`src/core/ces_pkg.sv`:
```
// Operation
// - Mask register bits 7..0 gate eight rail power-good flags; 0 includes.
// - A mask bit of 1 removes that rail's power-good from the enable.
// - Source register bit 1 masks shared switch/LDO, bit 0 masks switch B1.
// - Source register bit 5 picks 10 mV (0) or 25 mV (1) steps.
// - Source bits 4:2 pick control input 1,2,5,4,3, 3 and 4, or 6.
// - Source code 111 feeds a constant one; no input needed.
// - Delay register bits 5:3 set the delay after the enable falls.
// - Delay register bits 2:0 set the delay after the enable rises.
// - Delay codes map to 0, 2, 4, 8, 16, 24, 32, 64 ms.
package ces_pkg;
    localparam logic [7:0] ADDR_POWER_GOOD_MASK = 8'h0A;
    localparam logic [7:0] ADDR_SOURCE_CFG      = 8'h0B;
    localparam logic [7:0] ADDR_DELAY_CFG       = 8'h0C;
    localparam logic [7:0] RESET_POWER_GOOD_MASK = 8'h00;
    localparam logic [7:0] RESET_SOURCE_CFG      = 8'hC0;
    localparam logic [7:0] RESET_DELAY_CFG       = 8'h00;
    localparam int STEP_SELECT_BIT   = 5;
    localparam int SOURCE_SELECT_LSB = 2;
    localparam int FALL_DELAY_LSB    = 3;
    localparam int RISE_DELAY_LSB    = 0;
    localparam int CLOCK_HZ          = 200_000_000;
    localparam int MS_PER_TICK       = 2;
    // Base tick of 2 ms; every delay is a whole number of ticks
    localparam int CYCLES_PER_TICK   = CLOCK_HZ / 1000 * MS_PER_TICK;
    localparam logic [2:0] SRC_INPUT_ONE   = 3'h0;
    localparam logic [2:0] SRC_INPUT_TWO   = 3'h1;
    localparam logic [2:0] SRC_INPUT_FIVE  = 3'h2;
    localparam logic [2:0] SRC_INPUT_FOUR  = 3'h3;
    localparam logic [2:0] SRC_INPUT_THREE = 3'h4;
    localparam logic [2:0] SRC_THREE_FOUR  = 3'h5;
    localparam logic [2:0] SRC_INPUT_SIX   = 3'h6;
    localparam logic [2:0] SRC_ALWAYS_ON   = 3'h7;
    typedef enum logic [3:0] {
        CES_OFF     = 4'h1,
        CES_RISING  = 4'h2,
        CES_ON      = 4'h4,
        CES_FALLING = 4'h8
    } ces_state_e;
    // Delay in 2 ms ticks per code
    function automatic logic [5:0] ces_delay_ticks(input logic [2:0] code);
        case (code)
            3'h0:    ces_delay_ticks = 6'h00;
            3'h1:    ces_delay_ticks = 6'h01;
            3'h2:    ces_delay_ticks = 6'h02;
            3'h3:    ces_delay_ticks = 6'h04;
            3'h4:    ces_delay_ticks = 6'h08;
            3'h5:    ces_delay_ticks = 6'h0C;
            3'h6:    ces_delay_ticks = 6'h10;
            default: ces_delay_ticks = 6'h20;
        endcase
    endfunction : ces_delay_ticks
endpackage : ces_pkg

```
`src/core/ces_rail_enable.sv`:
```
// Chosen here: the strobed register port.
`timescale 1ns/10ps
module ces_rail_enable #(
    parameter int TICK_CYCLES = ces_pkg::CYCLES_PER_TICK
) (
    input  wire logic       sys_clk_i,
    input  wire logic       reset_i,
    input  wire logic [7:0] reg_addr_i,
    input  wire logic [7:0] reg_wdata_i,
    input  wire logic       reg_write_i,
    input  wire logic       reg_read_i,
    output logic [7:0]      reg_rdata_o,
    input  wire logic [5:0] control_input_i,
    input  wire logic [9:0] rail_power_good_i,
    output logic            rail_enable_o,
    output logic            voltage_increment_select_o
);
    // control_input_i[n] is control input n+1.
    // rail_power_good_i[7:0] pairs with mask bits 7..0; [9] shared
    // switch/LDO rail, [8] switch B1.

    ////////////////////////////////////////////////////////////////////////
    typedef struct packed {
        logic [7:0]          pg_mask;
        logic [7:0]          src_cfg;
        logic [7:0]          dly_cfg;
        logic [7:0]          rdata;
        logic [5:0]          ctl_s1;
        logic [5:0]          ctl_s2;
        logic [5:0]          ctl_s3;
        logic [9:0]          pg_s1;
        logic [9:0]          pg_s2;
        logic [9:0]          pg_s3;
        logic [5:0]          ctl_q;
        logic [9:0]          pg_q;
        ces_pkg::ces_state_e state;
        logic [5:0]          ticks;
        logic [27:0]         pre;
        logic                enable;
    } ces_regs_s;

    ces_regs_s r;
    ces_regs_s next_r;
    logic      src_level;
    logic      cond;
    logic      tick;
    logic [5:0] rise_ticks;
    logic [5:0] fall_ticks;
    logic [9:0] full_mask;

    ////////////////////////////////////////////////////////////////////////
    always_comb begin
        full_mask = {r.src_cfg[1:0], r.pg_mask};
        case (r.src_cfg[ces_pkg::SOURCE_SELECT_LSB +: 3])
            ces_pkg::SRC_INPUT_ONE:   src_level = r.ctl_q[0];
            ces_pkg::SRC_INPUT_TWO:   src_level = r.ctl_q[1];
            ces_pkg::SRC_INPUT_FIVE:  src_level = r.ctl_q[4];
            ces_pkg::SRC_INPUT_FOUR:  src_level = r.ctl_q[3];
            ces_pkg::SRC_INPUT_THREE: src_level = r.ctl_q[2];
            ces_pkg::SRC_THREE_FOUR:  src_level = r.ctl_q[2] & r.ctl_q[3];
            ces_pkg::SRC_INPUT_SIX:   src_level = r.ctl_q[5];
            default:                  src_level = 1'b1;
        endcase
        // Masked flags count as good
        cond = src_level & (&(r.pg_q | full_mask));
        rise_ticks = ces_pkg::ces_delay_ticks(
            r.dly_cfg[ces_pkg::RISE_DELAY_LSB +: 3]);
        fall_ticks = ces_pkg::ces_delay_ticks(
            r.dly_cfg[ces_pkg::FALL_DELAY_LSB +: 3]);
        // Base tick pulse; every delay is a whole count of these
        tick = (r.pre == 28'(TICK_CYCLES - 1));
    end

    always_comb begin
        next_r = r;
        // The first stage may settle late, so only the second reads it
        next_r.ctl_s1 = control_input_i;
        next_r.ctl_s2 = r.ctl_s1;
        next_r.ctl_s3 = r.ctl_s2;
        next_r.pg_s1  = rail_power_good_i;
        next_r.pg_s2  = r.pg_s1;
        next_r.pg_s3  = r.pg_s2;
        // A bit changes only once the last two stages agree
        for (int i = 0; i < 6; i++) begin
            if (r.ctl_s2[i] == r.ctl_s3[i]) begin
                next_r.ctl_q[i] = r.ctl_s3[i];
            end
        end
        for (int i = 0; i < 10; i++) begin
            if (r.pg_s2[i] == r.pg_s3[i]) begin
                next_r.pg_q[i] = r.pg_s3[i];
            end
        end

        // Read data stand for one cycle, zero otherwise
        next_r.rdata = 8'h00;
        if (reg_write_i) begin
            case (reg_addr_i)
                ces_pkg::ADDR_POWER_GOOD_MASK: next_r.pg_mask = reg_wdata_i;
                ces_pkg::ADDR_SOURCE_CFG:      next_r.src_cfg = reg_wdata_i;
                ces_pkg::ADDR_DELAY_CFG:       next_r.dly_cfg = reg_wdata_i;
                default: ;
            endcase
        end
        if (reg_read_i) begin
            case (reg_addr_i)
                ces_pkg::ADDR_POWER_GOOD_MASK: next_r.rdata = r.pg_mask;
                ces_pkg::ADDR_SOURCE_CFG:      next_r.rdata = r.src_cfg;
                ces_pkg::ADDR_DELAY_CFG:       next_r.rdata = r.dly_cfg;
                default:                       next_r.rdata = 8'h00;
            endcase
        end

        next_r.pre = tick ? 28'h0000000 : r.pre + 28'h0000001;
        // Timers restart on any change, so a glitch never shortens a delay
        case (r.state)
            ces_pkg::CES_OFF: begin
                if (cond) begin
                    if (rise_ticks == 6'h00) begin
                        next_r.state  = ces_pkg::CES_ON;
                        next_r.enable = 1'b1;
                    end else begin
                        next_r.state = ces_pkg::CES_RISING;
                        next_r.ticks = 6'h00;
                        next_r.pre   = 28'h0000000;
                    end
                end
            end
            // A code changed mid-delay applies from the next tick
            ces_pkg::CES_RISING: begin
                if (!cond) begin
                    next_r.state = ces_pkg::CES_OFF;
                end else if (tick) begin
                    next_r.ticks = r.ticks + 6'h01;
                    if (r.ticks + 6'h01 >= rise_ticks) begin
                        next_r.state  = ces_pkg::CES_ON;
                        next_r.enable = 1'b1;
                    end
                end
            end
            ces_pkg::CES_ON: begin
                if (!cond) begin
                    if (fall_ticks == 6'h00) begin
                        next_r.state  = ces_pkg::CES_OFF;
                        next_r.enable = 1'b0;
                    end else begin
                        next_r.state = ces_pkg::CES_FALLING;
                        next_r.ticks = 6'h00;
                        next_r.pre   = 28'h0000000;
                    end
                end
            end
            ces_pkg::CES_FALLING: begin
                if (cond) begin
                    next_r.state = ces_pkg::CES_ON;
                end else if (tick) begin
                    next_r.ticks = r.ticks + 6'h01;
                    if (r.ticks + 6'h01 >= fall_ticks) begin
                        next_r.state  = ces_pkg::CES_OFF;
                        next_r.enable = 1'b0;
                    end
                end
            end
            default: begin
                next_r.state  = ces_pkg::CES_OFF;
                next_r.enable = 1'b0;
            end
        endcase
    end

    // Clear everything, then load the register reset values
    always_ff @(posedge sys_clk_i) begin
        if (reset_i) begin
            r         <= '0;
            r.pg_mask <= ces_pkg::RESET_POWER_GOOD_MASK;
            r.src_cfg <= ces_pkg::RESET_SOURCE_CFG;
            r.dly_cfg <= ces_pkg::RESET_DELAY_CFG;
            r.state   <= ces_pkg::CES_OFF;
        end else begin
            r <= next_r;
        end
    end

    assign reg_rdata_o   = r.rdata;
    assign rail_enable_o = r.enable;
    // Meant to be set once at configuration, not while the rail runs
    assign voltage_increment_select_o =
        r.src_cfg[ces_pkg::STEP_SELECT_BIT];

    ////////////////////////////////////////////////////////////////////////
    a_enable_needs_cond: assert property (@(posedge sys_clk_i)
        disable iff (reset_i)
        $rose(rail_enable_o) |-> $past(cond))
        else $error("rail enabled without enable condition");

    a_mask_clear_blocks: assert property (@(posedge sys_clk_i)
        disable iff (reset_i)
        (!r.pg_mask[0] && !r.pg_q[0]) |-> !cond)
        else $error("unmasked bad flag did not block enable");

    a_mask_set_ignores: assert property (@(posedge sys_clk_i)
        disable iff (reset_i)
        (r.pg_mask == 8'hFF && r.src_cfg[1:0] == 2'h3
         && r.src_cfg[4:2] == 3'h7) |-> cond)
        else $error("masked flags still affect enable");

    a_shared_mask: assert property (@(posedge sys_clk_i)
        disable iff (reset_i)
        (!r.src_cfg[1] && !r.pg_q[9]) |-> !cond)
        else $error("shared rail flag ignored while included");

    a_step_select: assert property (@(posedge sys_clk_i)
        disable iff (reset_i)
        (reg_write_i && reg_addr_i == ces_pkg::ADDR_SOURCE_CFG)
        |=> voltage_increment_select_o == $past(reg_wdata_i[5]))
        else $error("step select not taken from write");

    a_pair_source: assert property (@(posedge sys_clk_i)
        disable iff (reset_i)
        (r.src_cfg[4:2] == 3'h5 && !r.ctl_q[3]) |-> !cond)
        else $error("paired source enabled with input four low");

    a_always_on: assert property (@(posedge sys_clk_i)
        disable iff (reset_i)
        (r.src_cfg[4:2] == 3'h7) |-> src_level)
        else $error("constant source not high");

    a_no_rise_delay: assert property (@(posedge sys_clk_i)
        disable iff (reset_i)
        (r.state == ces_pkg::CES_OFF && cond && rise_ticks == 6'h00)
        |=> rail_enable_o)
        else $error("zero rise delay not immediate");

    a_no_fall_delay: assert property (@(posedge sys_clk_i)
        disable iff (reset_i)
        (r.state == ces_pkg::CES_ON && !cond && fall_ticks == 6'h00)
        |=> !rail_enable_o)
        else $error("zero fall delay not immediate");

    a_delay_decode: assert property (@(posedge sys_clk_i)
        disable iff (reset_i)
        (r.dly_cfg[2:0] == 3'h5) |-> rise_ticks == 6'h0C)
        else $error("24 ms code mis-decoded");

    a_fall_restart: assert property (@(posedge sys_clk_i)
        disable iff (reset_i)
        (r.state == ces_pkg::CES_FALLING && cond)
        |=> (r.state == ces_pkg::CES_ON && rail_enable_o))
        else $error("falling timer not cancelled");

    // Each delay state keeps the enable at the level it started from
    a_rise_held_low: assert property (@(posedge sys_clk_i)
        disable iff (reset_i)
        (r.state == ces_pkg::CES_RISING) |-> !rail_enable_o)
        else $error("enable high during rise delay");

    a_fall_held_high: assert property (@(posedge sys_clk_i)
        disable iff (reset_i)
        (r.state == ces_pkg::CES_FALLING) |-> rail_enable_o)
        else $error("enable low during fall delay");

    a_rise_not_early: assert property (@(posedge sys_clk_i)
        disable iff (reset_i)
        (r.state == ces_pkg::CES_OFF && cond && rise_ticks != 6'h00)
        |=> !rail_enable_o)
        else $error("enable rose before rise delay");

    a_fall_not_early: assert property (@(posedge sys_clk_i)
        disable iff (reset_i)
        (r.state == ces_pkg::CES_ON && !cond && fall_ticks != 6'h00)
        |=> rail_enable_o)
        else $error("enable fell before fall delay");

    a_rise_abort: assert property (@(posedge sys_clk_i)
        disable iff (reset_i)
        (r.state == ces_pkg::CES_RISING && !cond)
        |=> (r.state == ces_pkg::CES_OFF && !rail_enable_o))
        else $error("rising timer not cancelled");

    a_on_holds: assert property (@(posedge sys_clk_i)
        disable iff (reset_i)
        (r.state == ces_pkg::CES_ON && cond) |=> rail_enable_o)
        else $error("enable dropped with condition true");

    a_off_holds: assert property (@(posedge sys_clk_i)
        disable iff (reset_i)
        (r.state == ces_pkg::CES_OFF && !cond) |=> !rail_enable_o)
        else $error("enable rose with condition false");

    a_disable_needs_low: assert property (@(posedge sys_clk_i)
        disable iff (reset_i)
        $fell(rail_enable_o) |-> !$past(cond))
        else $error("rail disabled with enable condition true");

    a_fall_decode: assert property (@(posedge sys_clk_i)
        disable iff (reset_i)
        (r.dly_cfg[5:3] == 3'h7) |-> fall_ticks == 6'h20)
        else $error("64 ms fall code mis-decoded");

    a_rise_decode_two: assert property (@(posedge sys_clk_i)
        disable iff (reset_i)
        (r.dly_cfg[2:0] == 3'h1) |-> rise_ticks == 6'h01)
        else $error("2 ms rise code mis-decoded");

    // Source decode and mask gating
    a_input_two: assert property (@(posedge sys_clk_i)
        disable iff (reset_i)
        (r.src_cfg[4:2] == 3'h1) |-> src_level == r.ctl_q[1])
        else $error("source code 1 not input two");

    a_source_five: assert property (@(posedge sys_clk_i)
        disable iff (reset_i)
        (r.src_cfg[4:2] == 3'h2) |-> src_level == r.ctl_q[4])
        else $error("source code 2 not input five");

    a_source_three: assert property (@(posedge sys_clk_i)
        disable iff (reset_i)
        (r.src_cfg[4:2] == 3'h4) |-> src_level == r.ctl_q[2])
        else $error("source code 4 not input three");

    a_input_six: assert property (@(posedge sys_clk_i)
        disable iff (reset_i)
        (r.src_cfg[4:2] == 3'h6) |-> src_level == r.ctl_q[5])
        else $error("source code 6 not input six");

    a_pair_needs_three: assert property (@(posedge sys_clk_i)
        disable iff (reset_i)
        (r.src_cfg[4:2] == 3'h5 && !r.ctl_q[2]) |-> !cond)
        else $error("paired source enabled with input three low");

    a_mask_top_bit: assert property (@(posedge sys_clk_i)
        disable iff (reset_i)
        (!r.pg_mask[7] && !r.pg_q[7]) |-> !cond)
        else $error("unmasked bad top flag did not block enable");

    a_switch_b_one: assert property (@(posedge sys_clk_i)
        disable iff (reset_i)
        (!r.src_cfg[0] && !r.pg_q[8]) |-> !cond)
        else $error("switch B1 flag ignored while included");

    // Register side
    a_read_delay_reg: assert property (@(posedge sys_clk_i)
        disable iff (reset_i)
        (reg_read_i && reg_addr_i == ces_pkg::ADDR_DELAY_CFG)
        |=> reg_rdata_o == $past(r.dly_cfg))
        else $error("delay register read back wrong");

    a_step_holds: assert property (@(posedge sys_clk_i)
        disable iff (reset_i)
        !(reg_write_i && reg_addr_i == ces_pkg::ADDR_SOURCE_CFG)
        |=> $stable(voltage_increment_select_o))
        else $error("step select changed without a write");
endmodule : ces_rail_enable

```
`config.mk`:
```
export PLATFORM = sky130hd
export DESIGN_NAME = ces_rail_enable
export DESIGN_NICKNAME = d
export VERILOG_FILES = /design/src/core/ces_pkg.sv /design/src/core/ces_rail_enable.sv
export SDC_FILE = /design/constraint.sdc
export NUM_CORES = 1
export LEC_CHECK = 0
export BUFFER_PORTS_ARGS = -buffer_cell sky130_fd_sc_hd__clkbuf_2
export CAP_MARGIN = 5
export CORE_MARGIN = 5
export CORE_UTILIZATION = 45
export DETAILED_ROUTE_END_ITERATION = 16
export HOLD_SLACK_MARGIN = 0.1
export PLACE_DENSITY = 0.7
export SYNTH_ARGS = -nofsm -noshare
export SYNTH_HDL_FRONTEND = slang
export SYNTH_SLANG_ARGS = --single-unit
```
`constraint.sdc`:
```
create_clock -name sys_clk_i -period 3 [get_ports sys_clk_i]
set_clock_uncertainty 0.05 [all_clocks]
set_input_delay 0.15 -clock sys_clk_i [delete_from_list [all_inputs] [get_ports sys_clk_i]]
set_output_delay 0.15 -clock sys_clk_i [all_outputs]
set_load 0.005 [all_outputs]
```
==> Implementation_results.wiki, run 1 <==
{| class="wikitable"
! Metric !! Value
|-
| Status || complete, no violations
|-
| RSZ-0062 raised after global routing || false
|-
| Smallest hold slack || 122 ps
|-
| Number of standard cells in the layout, taps in and fillers out || 870
|-
| TritonCTS buffer count || 17
|-
| Area share of the largest cell type after synthesis || 47.5%
|-
| PortBufs || 45
|-
| First-pass GRT wire length || 20100 um
|-
| Number of nets in the synthesized netlist || 681
|-
| Total DRC errors in the routed layout || 0
|-
| Number of post-CTS setup repair buffers || 0
|-
| Routed wire length per instance || 13.6 um
|-
| HPWL after DPL || 8180 um
|-
| Worst Reg-to-Reg Cells || 9
|-
| Minimum setup slack among reg-to-reg paths || 210 ps
|-
| Die boundary width || 122 um
|-
| Overflow left after global routing || 0
|-
| Vias in the first global route || 4358
|-
| Antenna Nets Post-Route || 0
|-
| Count of state elements after synthesis || 135
|-
| Leakage dissipation || 2.54 nW
|-
| Layout cells sized above 1 || 14.0%
|-
| Maximum buffer depth of the clock tree || 2
|-
| R2r startpoint || r[112]
|-
| Hold path start || reg_read_i
|-
| Number of cells produced by synthesis || 631
|-
| Number of core rows || 41
|-
| Number of sinks on the clock net || 135
|-
| Final min period || 2790 ps
|-
| Peak Freq || 358 MHz
|-
| Via count || 4630
|-
| Sequential fraction of the synthesis area || 47.5%
|-
| Hold/Removal Path Class || in -> reg
|-
| Top FF cell, synth || sky130_fd_sc_hd__dfxtp_1
|-
| Total of max-cap violations || 0
|-
| DR iter-0 viols || 500
|-
| Die span in y || 122 um
|-
| Count of cell types in the netlist || 60
|-
| Cell depth of the worst min-delay path || 3
|-
| Dominant cell by count in the synthesized netlist || sky130_fd_sc_hd__dfxtp_1
|-
| End of the worst register-to-register path || r[37]
|-
| Dominant cells by area after synthesis || sky130_fd_sc_hd__dfxtp_1 48%, sky130_fd_sc_hd__nor2b_1 5.9%, sky130_fd_sc_hd__nand2_1 4.8%, sky130_fd_sc_hd__a21oi_1 4.1%, sky130_fd_sc_hd__nand3_1 4.0%
|-
| Ports || 46
|-
| Final Setup Violations || 0
|-
| Pin count of the biggest net entering global routing || 89
|-
| Kind of capture point of the worst setup path || flop
|-
| Overall power || 4.03 mW
|-
| Number of synthesized flops with an enable pin || 0
|-
| Final period utilization || 93.1%
|-
| Crit path required time || 3220 ps
|-
| Area of the core || 0.0125 mm^2
|-
| Level count of the clock H-tree || 4
|-
| Warnings from Yosys || 0
|-
| Maximum fanout along the worst path || 9
|-
| Clock latency at the later pin of the worst-skew pair || 410 ps
|-
| Slew Viols, Final || 0
|-
| Final core occ || 54.4%
|-
| Post-route design area || 0.00682 mm^2
|-
| Global placer's final weighted congestion || 0.907
|-
| Worst Path Class, Setup || reg -> reg
|-
| Number of antenna violations at the first check in global routing || 0
|-
| VDD IR-drop max || 0.330 mV
|-
| Ant. Diodes || 0
|-
| Worst Slack Setup Final || 207 ps
|-
| Asr flop ratio synth || 0%
|-
| Sum of negative setup slack || 0 ps
|-
| Cell Area, Placed || 0.00597 mm^2
|-
| Top post-synthesis cells by count || 135 x sky130_fd_sc_hd__dfxtp_1, 73 x sky130_fd_sc_hd__nand2_1, 54 x sky130_fd_sc_hd__nor2b_1
|-
| Clock tree from TritonCTS || yes
|-
| Power density over the cells || 591 mW/mm^2
|-
| Element type at the critical path start || flop
|-
| Overall global routing resource usage || 16.6%
|-
| Slew headroom || 41.3%
|-
| End point of the worst hold path || reg_rdata_o[7]
|-
| Die Footprint || 0.0150 mm^2
|-
| Effective utilization at floorplan || 45.4%
|-
| Transition time at the pin with the least slew margin || 880 ps
|-
| Cell type with the highest aggregate area in the netlist || sky130_fd_sc_hd__dfxtp_1
|-
| Post-Syn Area per Cell || 9.01 um^2
|-
| Worst slack at placement || 191 ps
|-
| First drt pass iteration count || 7
|-
| Clock slew at the register clock pins of the worst setup and hold paths || 60 ps
|-
| Final Hold Fails || 0
|-
| Net count, final || 737
|-
| Area growth, synth to finish || 19.9%
|-
| Post-DR vias/cell || 5.32
|-
| Netlist area before placement || 0.00569 mm^2
|-
| Data arrival time at the worst-slack endpoint || 3010 ps
|-
| Cell total after placement || 815
|-
| Cell at the root of the clock tree || sky130_fd_sc_hd__clkbuf_16
|-
| Post-detailed-routing wire length || 11800 um
|}
[per-layer routing]
| layer | global-route usage (%) | vias up | wire length [um] |
|---|---|---|---|
| met1 | 20.7 | 2139 | 5240 |
| met2 | 27.0 | 158 | 5610 |
| li1 | - | 2315 | - |
| met3 | 5.12 | 18 | 747 |
| met5 | 0 | - | 0 |
| met4 | 6.30 | 0 | 238 |
[critical path: stages, from the launching register on]
cell,delay [ps]
sky130_fd_sc_hd__dfxtp_1,510
sky130_fd_sc_hd__or3b_2,480
sky130_fd_sc_hd__ha_1,290
sky130_fd_sc_hd__nand2_1,40
sky130_fd_sc_hd__o21ai_0,200
sky130_fd_sc_hd__a41oi_2,180
sky130_fd_sc_hd__or2_2,320
sky130_fd_sc_hd__o32ai_1,280
sky130_fd_sc_hd__o32a_1,250
sky130_fd_sc_hd__nor2_1,40
[layout make-up]
| cell class | count | area [um^2] |
|---|---|---|
| Fill cell | 1142 | 5700 |
| Multi-Input combinational cell | 450 | 2780 |
| Sequential cell | 135 | 2700 |
| Timing Repair Buffer | 75 | 513 |
| Clock buffer | 20 | 457 |
| Tap cell | 172 | 215 |
| Clock inverter | 10 | 120 |
| Inverter | 8 | 30.0 |
[power by group]
group | total, mW | internal, mW | switching [mW]
Combinational | 0.179 | 0.0839 | 0.0955
Sequential | 1.85 | 1.83 | 0.0185
Clock | 2.01 | 1.26 | 0.744
[cell families after synthesis]
family / synth area share [%]
buf+inv: 3.98
flops: 47.5
fa+ha+maj: 3.08
simple gates: 27.1
xor+xnor: 4.62
compound gates: 12.0
mux: 1.69
[state kept, by name, indices dropped and copies added (netlist names)]
signal	cells
full_mask	10
next_r	32
r	83
rail_enable_o	1
reg_rdata_o	8
voltage_increment_select_o	1
[timing repair]
item / CTS / global route
setup endpoints to repair: 0 / 4
endpoints found under the hold margin: 41 / 0
hold buffers: 25 / 0
gates resized for setup: 0 / 2
[cells in the final DEF (no fill, tap or decap), types with 14 or more instances in the layout]
cell | netlist | final
sky130_fd_sc_hd__dlygate4sd3_1 | 0 | 25
sky130_fd_sc_hd__nor2b_1 | 54 | 54
sky130_fd_sc_hd__a21oi_1 | 47 | 47
sky130_fd_sc_hd__nand3_1 | 45 | 45
sky130_fd_sc_hd__dfxtp_1 | 135 | 135
sky130_fd_sc_hd__nand2_1 | 73 | 73
sky130_fd_sc_hd__clkbuf_16 | 0 | 17
sky130_fd_sc_hd__clkbuf_2 | 0 | 44
sky130_fd_sc_hd__nor2_1 | 46 | 46
sky130_fd_sc_hd__ha_1 | 14 | 14
sky130_fd_sc_hd__xor2_1 | 17 | 17
sky130_fd_sc_hd__o21ai_0 | 25 | 25
[worst max-delay path by stage]
stage,startpoint,to,slack [ps]
4_1_cts,r[29],rail_enable_o,120
3_3_place_gp,r[29],rail_enable_o,320
6_report,r[112],r[37],210
5_1_grt,r[29],rail_enable_o,50
2_1_floorplan,r[112],r[37],430
3_5_place_dp,r[29],rail_enable_o,190
(Power assumes the default switching activity.)
==> run 2: changes to the inputs <==
- MAX_ROUTING_LAYER: not set -> met4
==> run 2 against run 1 <==
  * Sequential power about the same
  * Register-to-register slack about the same
  * Sequential cell count unchanged
  * Largest cell class unchanged
  * Largest power group unchanged
==> Implementation_results.wiki, run 2 (synthesized netlist as in run 1, its figures left out) <==
{| class="wikitable"
! Metric !! Value
|-
| Pin count of the biggest net entering global routing || 89
|-
| Die Footprint || 0.0150 mm^2
|-
| Max FFs per register || 83
|-
| Status || complete, no violations
|-
| Via count || 4592
|-
| Area of the multi-input gates || 0.00277 mm^2
|-
| Hold/Removal Path Class || in -> reg
|-
| Effective utilization at floorplan || 45.4%
|-
| Maximum fanout along the worst path || 6
|-
| Clock slew at the register clock pins of the worst setup and hold paths || 60 ps
|-
| Worst Reg-to-Reg Cells || 11
|-
| Total stage count of the critical path || 11
|-
| Slew Viols, Final || 0
|-
| Total DRC errors in the routed layout || 0
|-
| First drt pass iteration count || 7
|-
| Final Setup Violations || 0
|-
| R2r startpoint || r[29]
|-
| Slowest stage cell, crit path || sky130_fd_sc_hd__dfxtp_2
|-
| Global placer's final weighted congestion || 0.914
|-
| End point of the worst hold path || reg_rdata_o[7]
|-
| Final period utilization || 93.0%
|-
| Element type at the critical path start || flop
|-
| Cell seen most often among critical-path stages || sky130_fd_sc_hd__ha_1
|-
| Leakage dissipation || 2.56 nW
|-
| Final min period || 2790 ps
|-
| DR iter-0 viols || 403
|-
| Buffers plus inverters on the worst setup path || 0
|-
| Die span in y || 122 um
|-
| Worst-path cell chain || ha_1 > nand3_1 > xnor2_2 > ha_1 > a21o_1 > a211o_1 > a41oi_1 > nor2_1 > o21a_1 > o21ai_1 > mux2i_1
|-
| Final Hold Fails || 0
|-
| Delay of the slowest critical-path stage || 380 ps
|-
| Power density over the cells || 616 mW/mm^2
|-
| Cell at the root of the clock tree || sky130_fd_sc_hd__clkbuf_16
|-
| Number of antenna violations at the first check in global routing || 0
|-
| HPWL after DPL || 8030 um
|-
| Vias in the first global route || 4292
|-
| Post-detailed-routing wire length || 12000 um
|-
| End of the worst register-to-register path || rail_enable_o
|-
| Critical path's top delay family || compound AO/OA/AOI/OAI gates
|-
| Layout cells sized above 1 || 14.1%
|-
| Slew headroom || 40.2%
|-
| Worst slack at placement || 172 ps
|-
| Ant. Diodes || 0
|-
| Minimum setup slack among reg-to-reg paths || 210 ps
|-
| Kind of capture point of the worst setup path || flop
|-
| TritonCTS buffer count || 17
|-
| First-pass GRT wire length || 20100 um
|-
| Ports || 46
|-
| Register name with the most flops || r
|-
| Total of max-cap violations || 0
|-
| VDD IR-drop max || 0.365 mV
|-
| Net count, final || 737
|-
| Post-DR vias/cell || 5.27
|-
| Data arrival time at the worst-slack endpoint || 3080 ps
|-
| Crit path required time || 3290 ps
|-
| Level count of the clock H-tree || 4
|-
| Worst Path Class, Setup || reg -> reg
|-
| Clock tree from TritonCTS || yes
|-
| Number of sinks on the clock net || 135
|-
| Filler cells || 1144
|-
| Final core occ || 54.8%
|-
| Overflow left after global routing || 0
|-
| Worst Slack Setup Final || 210 ps
|-
| Area growth, synth to finish || 20.8%
|-
| PortBufs || 45
|-
| Clock latency at the later pin of the worst-skew pair || 410 ps
|-
| Register Area || 0.00271 mm^2
|-
| Number of core rows || 41
|-
| Cell depth of the worst min-delay path || 3
|-
| Overall global routing resource usage || 17.2%
|-
| Peak Freq || 358 MHz
|-
| Hold path start || reg_read_i
|-
| Antenna Nets Post-Route || 0
|-
| Transition time at the pin with the least slew margin || 883 ps
|-
| Number of post-CTS setup repair buffers || 0
|-
| Area of the core || 0.0125 mm^2
|-
| Maximum buffer depth of the clock tree || 2
|-
| Top library cells by usage in the layout, fill and taps aside || 133 x sky130_fd_sc_hd__dfxtp_1, 73 x sky130_fd_sc_hd__nand2_1, 54 x sky130_fd_sc_hd__nor2b_1, 47 x sky130_fd_sc_hd__a21oi_1, 46 x sky130_fd_sc_hd__nor2_1
|-
| Routed wire length per instance || 13.8 um
|-
| Most frequent standard cell in the layout excluding fill and tap cells || sky130_fd_sc_hd__dfxtp_1
|-
| Die boundary width || 122 um
|}
==> run 2: cell types whose count changed in the layout (fill, tap and decap cells not counted), sizes merged <==
cell | previous run | this run
inv | 11 | 10
bufinv | 2 | 4
clkbuf | 64 | 66
clkinvlp | 2 | 1
==> run 2: tightest hold or removal path: stages <==
cell	delay, ps
sky130_fd_sc_hd__clkbuf_2	90
sky130_fd_sc_hd__o311ai_1	250
sky130_fd_sc_hd__nor2_1	80
==> run 2: cell type report <==
| class | instances | share of cell area [%] |
|---|---|---|
| Sequential cell | 135 | 39.4 |
| Inverter | 8 | 0.437 |
| Clock inverter | 10 | 2.44 |
| Multi-Input combinational cell | 450 | 40.3 |
| Clock buffer | 22 | 6.76 |
| Timing Repair Buffer | 75 | 7.47 |
| Tap cell | 172 | 3.13 |
==> run 2: repair_timing <==
item | in CTS | in global routing
hold endpoints to repair | 41 | 0
hold buffers | 25 | 0
setup endpoints to repair | 0 | 4
gates resized for setup | 0 | 3
==> run 2: power breakdown <==
part	leakage (nW)	internal (mW)	switching [mW]
Clock	0.305	1.44	0.762
Sequential	1.10	1.83	0.0181
Combinational	1.16	0.0840	0.0948
==> run 2: how the worst max path moves through the flow <==
stage | start | end
floorplan | r[112] | r[37]
global placement | r[29] | rail_enable_o
detailed placement | r[29] | rail_enable_o
CTS | r[29] | rail_enable_o
global route | r[29] | rail_enable_o
finish | r[29] | rail_enable_o
==> run 2: per-layer routing <==
layer / global-route usage, % / wire (um) / up-vias
met4: 7.00 / 237 / 0
met3: 4.10 / 671 / 22
met2: 26.8 / 5650 / 137
li1: - / - / 2318
met5: - / 0 / -
met1: 21.5 / 5480 / 2115
==> run 2: through the flow <==
stage               total power [mW]  instances  instance area, um^2  TNS (ps)  hold slack [ps]
global route                    4.37        872                 6870     -5.25              195
global placement                2.03        815                 5970         0              312
finish                          4.23        872                 6870         0              166
CTS                             4.26        872                 6860         0              145
detailed placement              2.04        815                 5970         0              314
floorplan                       1.99        631                 5690         0              228
==> run 3: changes to the inputs <==
- BUFFER_PORTS_ARGS: -buffer_cell sky130_fd_sc_hd__clkbuf_2 -> -buffer_cell sky130_fd_sc_hd__buf_2
==> run 3 against run 2 <==
  * Count of clock-buffer cells in the layout down 3
  * Sequential share of layout area up 0.43 points
  * Setup slack improved by 26 ps
  * First-iteration DRC count down 12%
  * Non-clock buffer count did not move
  * Critical endpoint is now r[35]
==> Implementation_results.wiki, run 3 (synthesized netlist as in run 1, its figures left out) <==
{| class="wikitable"
! Metric !! Value
|-
| Worst Reg-to-Reg Cells || 9
|-
| Via count || 4605
|-
| Crit path required time || 3280 ps
|-
| Antenna Nets Post-Route || 0
|-
| Slowest stage cell, crit path || sky130_fd_sc_hd__dfxtp_1
|-
| Die Footprint || 0.0150 mm^2
|-
| DR iter-0 viols || 354
|-
| Final Setup Violations || 0
|-
| Post-detailed-routing wire length || 11700 um
|-
| VDD IR-drop max || 0.323 mV
|-
| Hold/Removal Path Class || in -> reg
|-
| Minimum setup slack among reg-to-reg paths || 240 ps
|-
| Data arrival time at the worst-slack endpoint || 3050 ps
|-
| Maximum buffer depth of the clock tree || 2
|-
| Number of standard cells in the layout, taps in and fillers out || 872
|-
| TritonCTS buffer count || 17
|-
| Clock slew at the register clock pins of the worst setup and hold paths || 60 ps
|-
| Area of the core || 0.0125 mm^2
|-
| Element type at the critical path start || flop
|-
| Cell depth of the worst min-delay path || 3
|-
| Power density over the cells || 584 mW/mm^2
|-
| Worst setup path start || r[112]
|-
| First drt pass iteration count || 7
|-
| Most frequent standard cell in the layout excluding fill and tap cells || sky130_fd_sc_hd__dfxtp_1
|-
| Delay of the slowest critical-path stage || 520 ps
|-
| Max FFs per register || 83
|-
| Number of sinks on the clock net || 135
|-
| End point of the worst hold path || reg_rdata_o[7]
|-
| R2r startpoint || r[112]
|-
| Area growth, synth to finish || 19.3%
|-
| Final Hold Fails || 0
|-
| Vias in the first global route || 4255
|-
| HPWL after DPL || 7820 um
|-
| RSZ-0062 raised after global routing || false
|-
| Total of max-cap violations || 0
|-
| Die boundary width || 122 um
|-
| Ant. Diodes || 0
|-
| PortBufs || 45
|-
| Top library cells by usage in the layout, fill and taps aside || 135 x sky130_fd_sc_hd__dfxtp_1, 73 x sky130_fd_sc_hd__nand2_1, 54 x sky130_fd_sc_hd__nor2b_1, 47 x sky130_fd_sc_hd__a21oi_1, 46 x sky130_fd_sc_hd__nor2_1
|-
| Final period utilization || 92.1%
|-
| Transition time at the pin with the least slew margin || 881 ps
|-
| Number of antenna violations at the first check in global routing || 0
|-
| Net count, final || 737
|-
| End of the worst register-to-register path || r[35]
|-
| Slew headroom || 41.3%
|-
| First-pass GRT wire length || 19700 um
|-
| Number of core rows || 41
|-
| Layout cells sized above 1 || 14.0%
|-
| Register name with the most flops || r
|-
| Register Area || 0.00270 mm^2
|-
| Level count of the clock H-tree || 4
|-
| Global placer's final weighted congestion || 0.897
|-
| Routed wire length per instance || 13.4 um
|-
| Ports || 46
|-
| Effective utilization at floorplan || 45.4%
|-
| Overflow left after global routing || 0
|-
| Maximum fanout along the worst path || 9
|-
| Worst Path Class, Setup || reg -> reg
|-
| Slew Viols, Final || 0
|-
| Cell at the root of the clock tree || sky130_fd_sc_hd__clkbuf_16
|-
| Leakage dissipation || 2.52 nW
|-
| Kind of capture point of the worst setup path || flop
|-
| Area of the multi-input gates || 0.00277 mm^2
|-
| Total DRC errors in the routed layout || 0
|-
| Sum of negative setup slack || 0 ps
|-
| Cell seen most often among critical-path stages || sky130_fd_sc_hd__o21ai_0
|-
| Cell total after placement || 815
|-
| Peak Freq || 362 MHz
|-
| Status || complete, no violations
|-
| Filler cells || 1143
|-
| Overall global routing resource usage || 16.7%
|-
| Clock latency at the later pin of the worst-skew pair || 420 ps
|-
| Worst-path cell chain || or3b_2 > ha_1 > nand2_1 > o21ai_0 > a41oi_1 > or2_2 > o32ai_1 > o21ai_0 > a31oi_1
|-
| Final min period || 2760 ps
|-
| Number of post-CTS setup repair buffers || 0
|-
| Pin count of the biggest net entering global routing || 89
|-
| Hold path start || reg_read_i
|-
| Post-DR vias/cell || 5.28
|-
| Clock tree from TritonCTS || yes
|-
| Die span in y || 122 um
|}
run 3: cell types whose count changed in the layout (fill, tap and decap cells not counted), sizes merged:
cell,delta
bufinv,-3
inv,+2
clkinv,+1
buf,+44
clkbuf,-47
clkinvlp,+3
run 3: how the worst max path moves through the flow:
stage                    endpoint  cells past startpoint
CTS                 rail_enable_o                     11
detailed placement  rail_enable_o                     11
floorplan                   r[37]                     10
global route        rail_enable_o                     11
global placement    rail_enable_o                     11
finish                      r[35]                      9
run 3: cell type report:
type                    instances  share of cell area (%)
clock buffers                  19                    6.38
clock inverters                13                    1.79
inverters                       8                   0.443
multi-input cells             450                    40.8
flip-flops and latches        135                    39.8
well taps                     172                    3.17
repair buffers                 75                    7.56
run 3: metal layers:
metal / part of all wire (%) / wire [um] / up-vias / global-route usage (%)
met5: 0 / 0 / - / -
met4: 1.4 / 167 / 0 / 5.53
met3: 6.1 / 718 / 20 / 4.93
met2: 45 / 5290 / 134 / 25.5
met1: 47 / 5510 / 2124 / 21.4
li1: - / - / 2327 / -
run 3: timing repair:
item / in CTS / in global routing
setup endpoints to repair: 0 / 1
gates resized for setup: 0 / 1
endpoints found under the hold margin: 41 / 0
hold buffers: 25 / 0
run 3: power by group:
part	internal, mW	switching [mW]	leakage (nW)
logic	0.0825	0.0909	1.16
registers	1.83	0.0202	1.10
clock network	1.15	0.796	0.262
total	3.06	0.907	2.52
run 3: per-stage QoR:
stage                     hold WS (ps)  power (mW)  utilization (%)  worst slack [ps]  area, um^2
after floorplan                    228        1.99                -               428        5690
after global placement             309        2.03             47.7               312        5970
after detailed placement           313        2.03             47.7               271        5970
after CTS                          120        3.99             54.1               233        6780
after global routing               184        4.10             54.2              43.2        6790
final                              129        3.96             54.2               237        6790
run 3: critical path: cells and delay by family, from the launching register on:
family / cells / cell delay [ps]
DFF: 1 / 520
and+or+nand+nor: 3 / 870
adders and majority gates: 1 / 290
AOI/OAI and AO/OA: 5 / 960
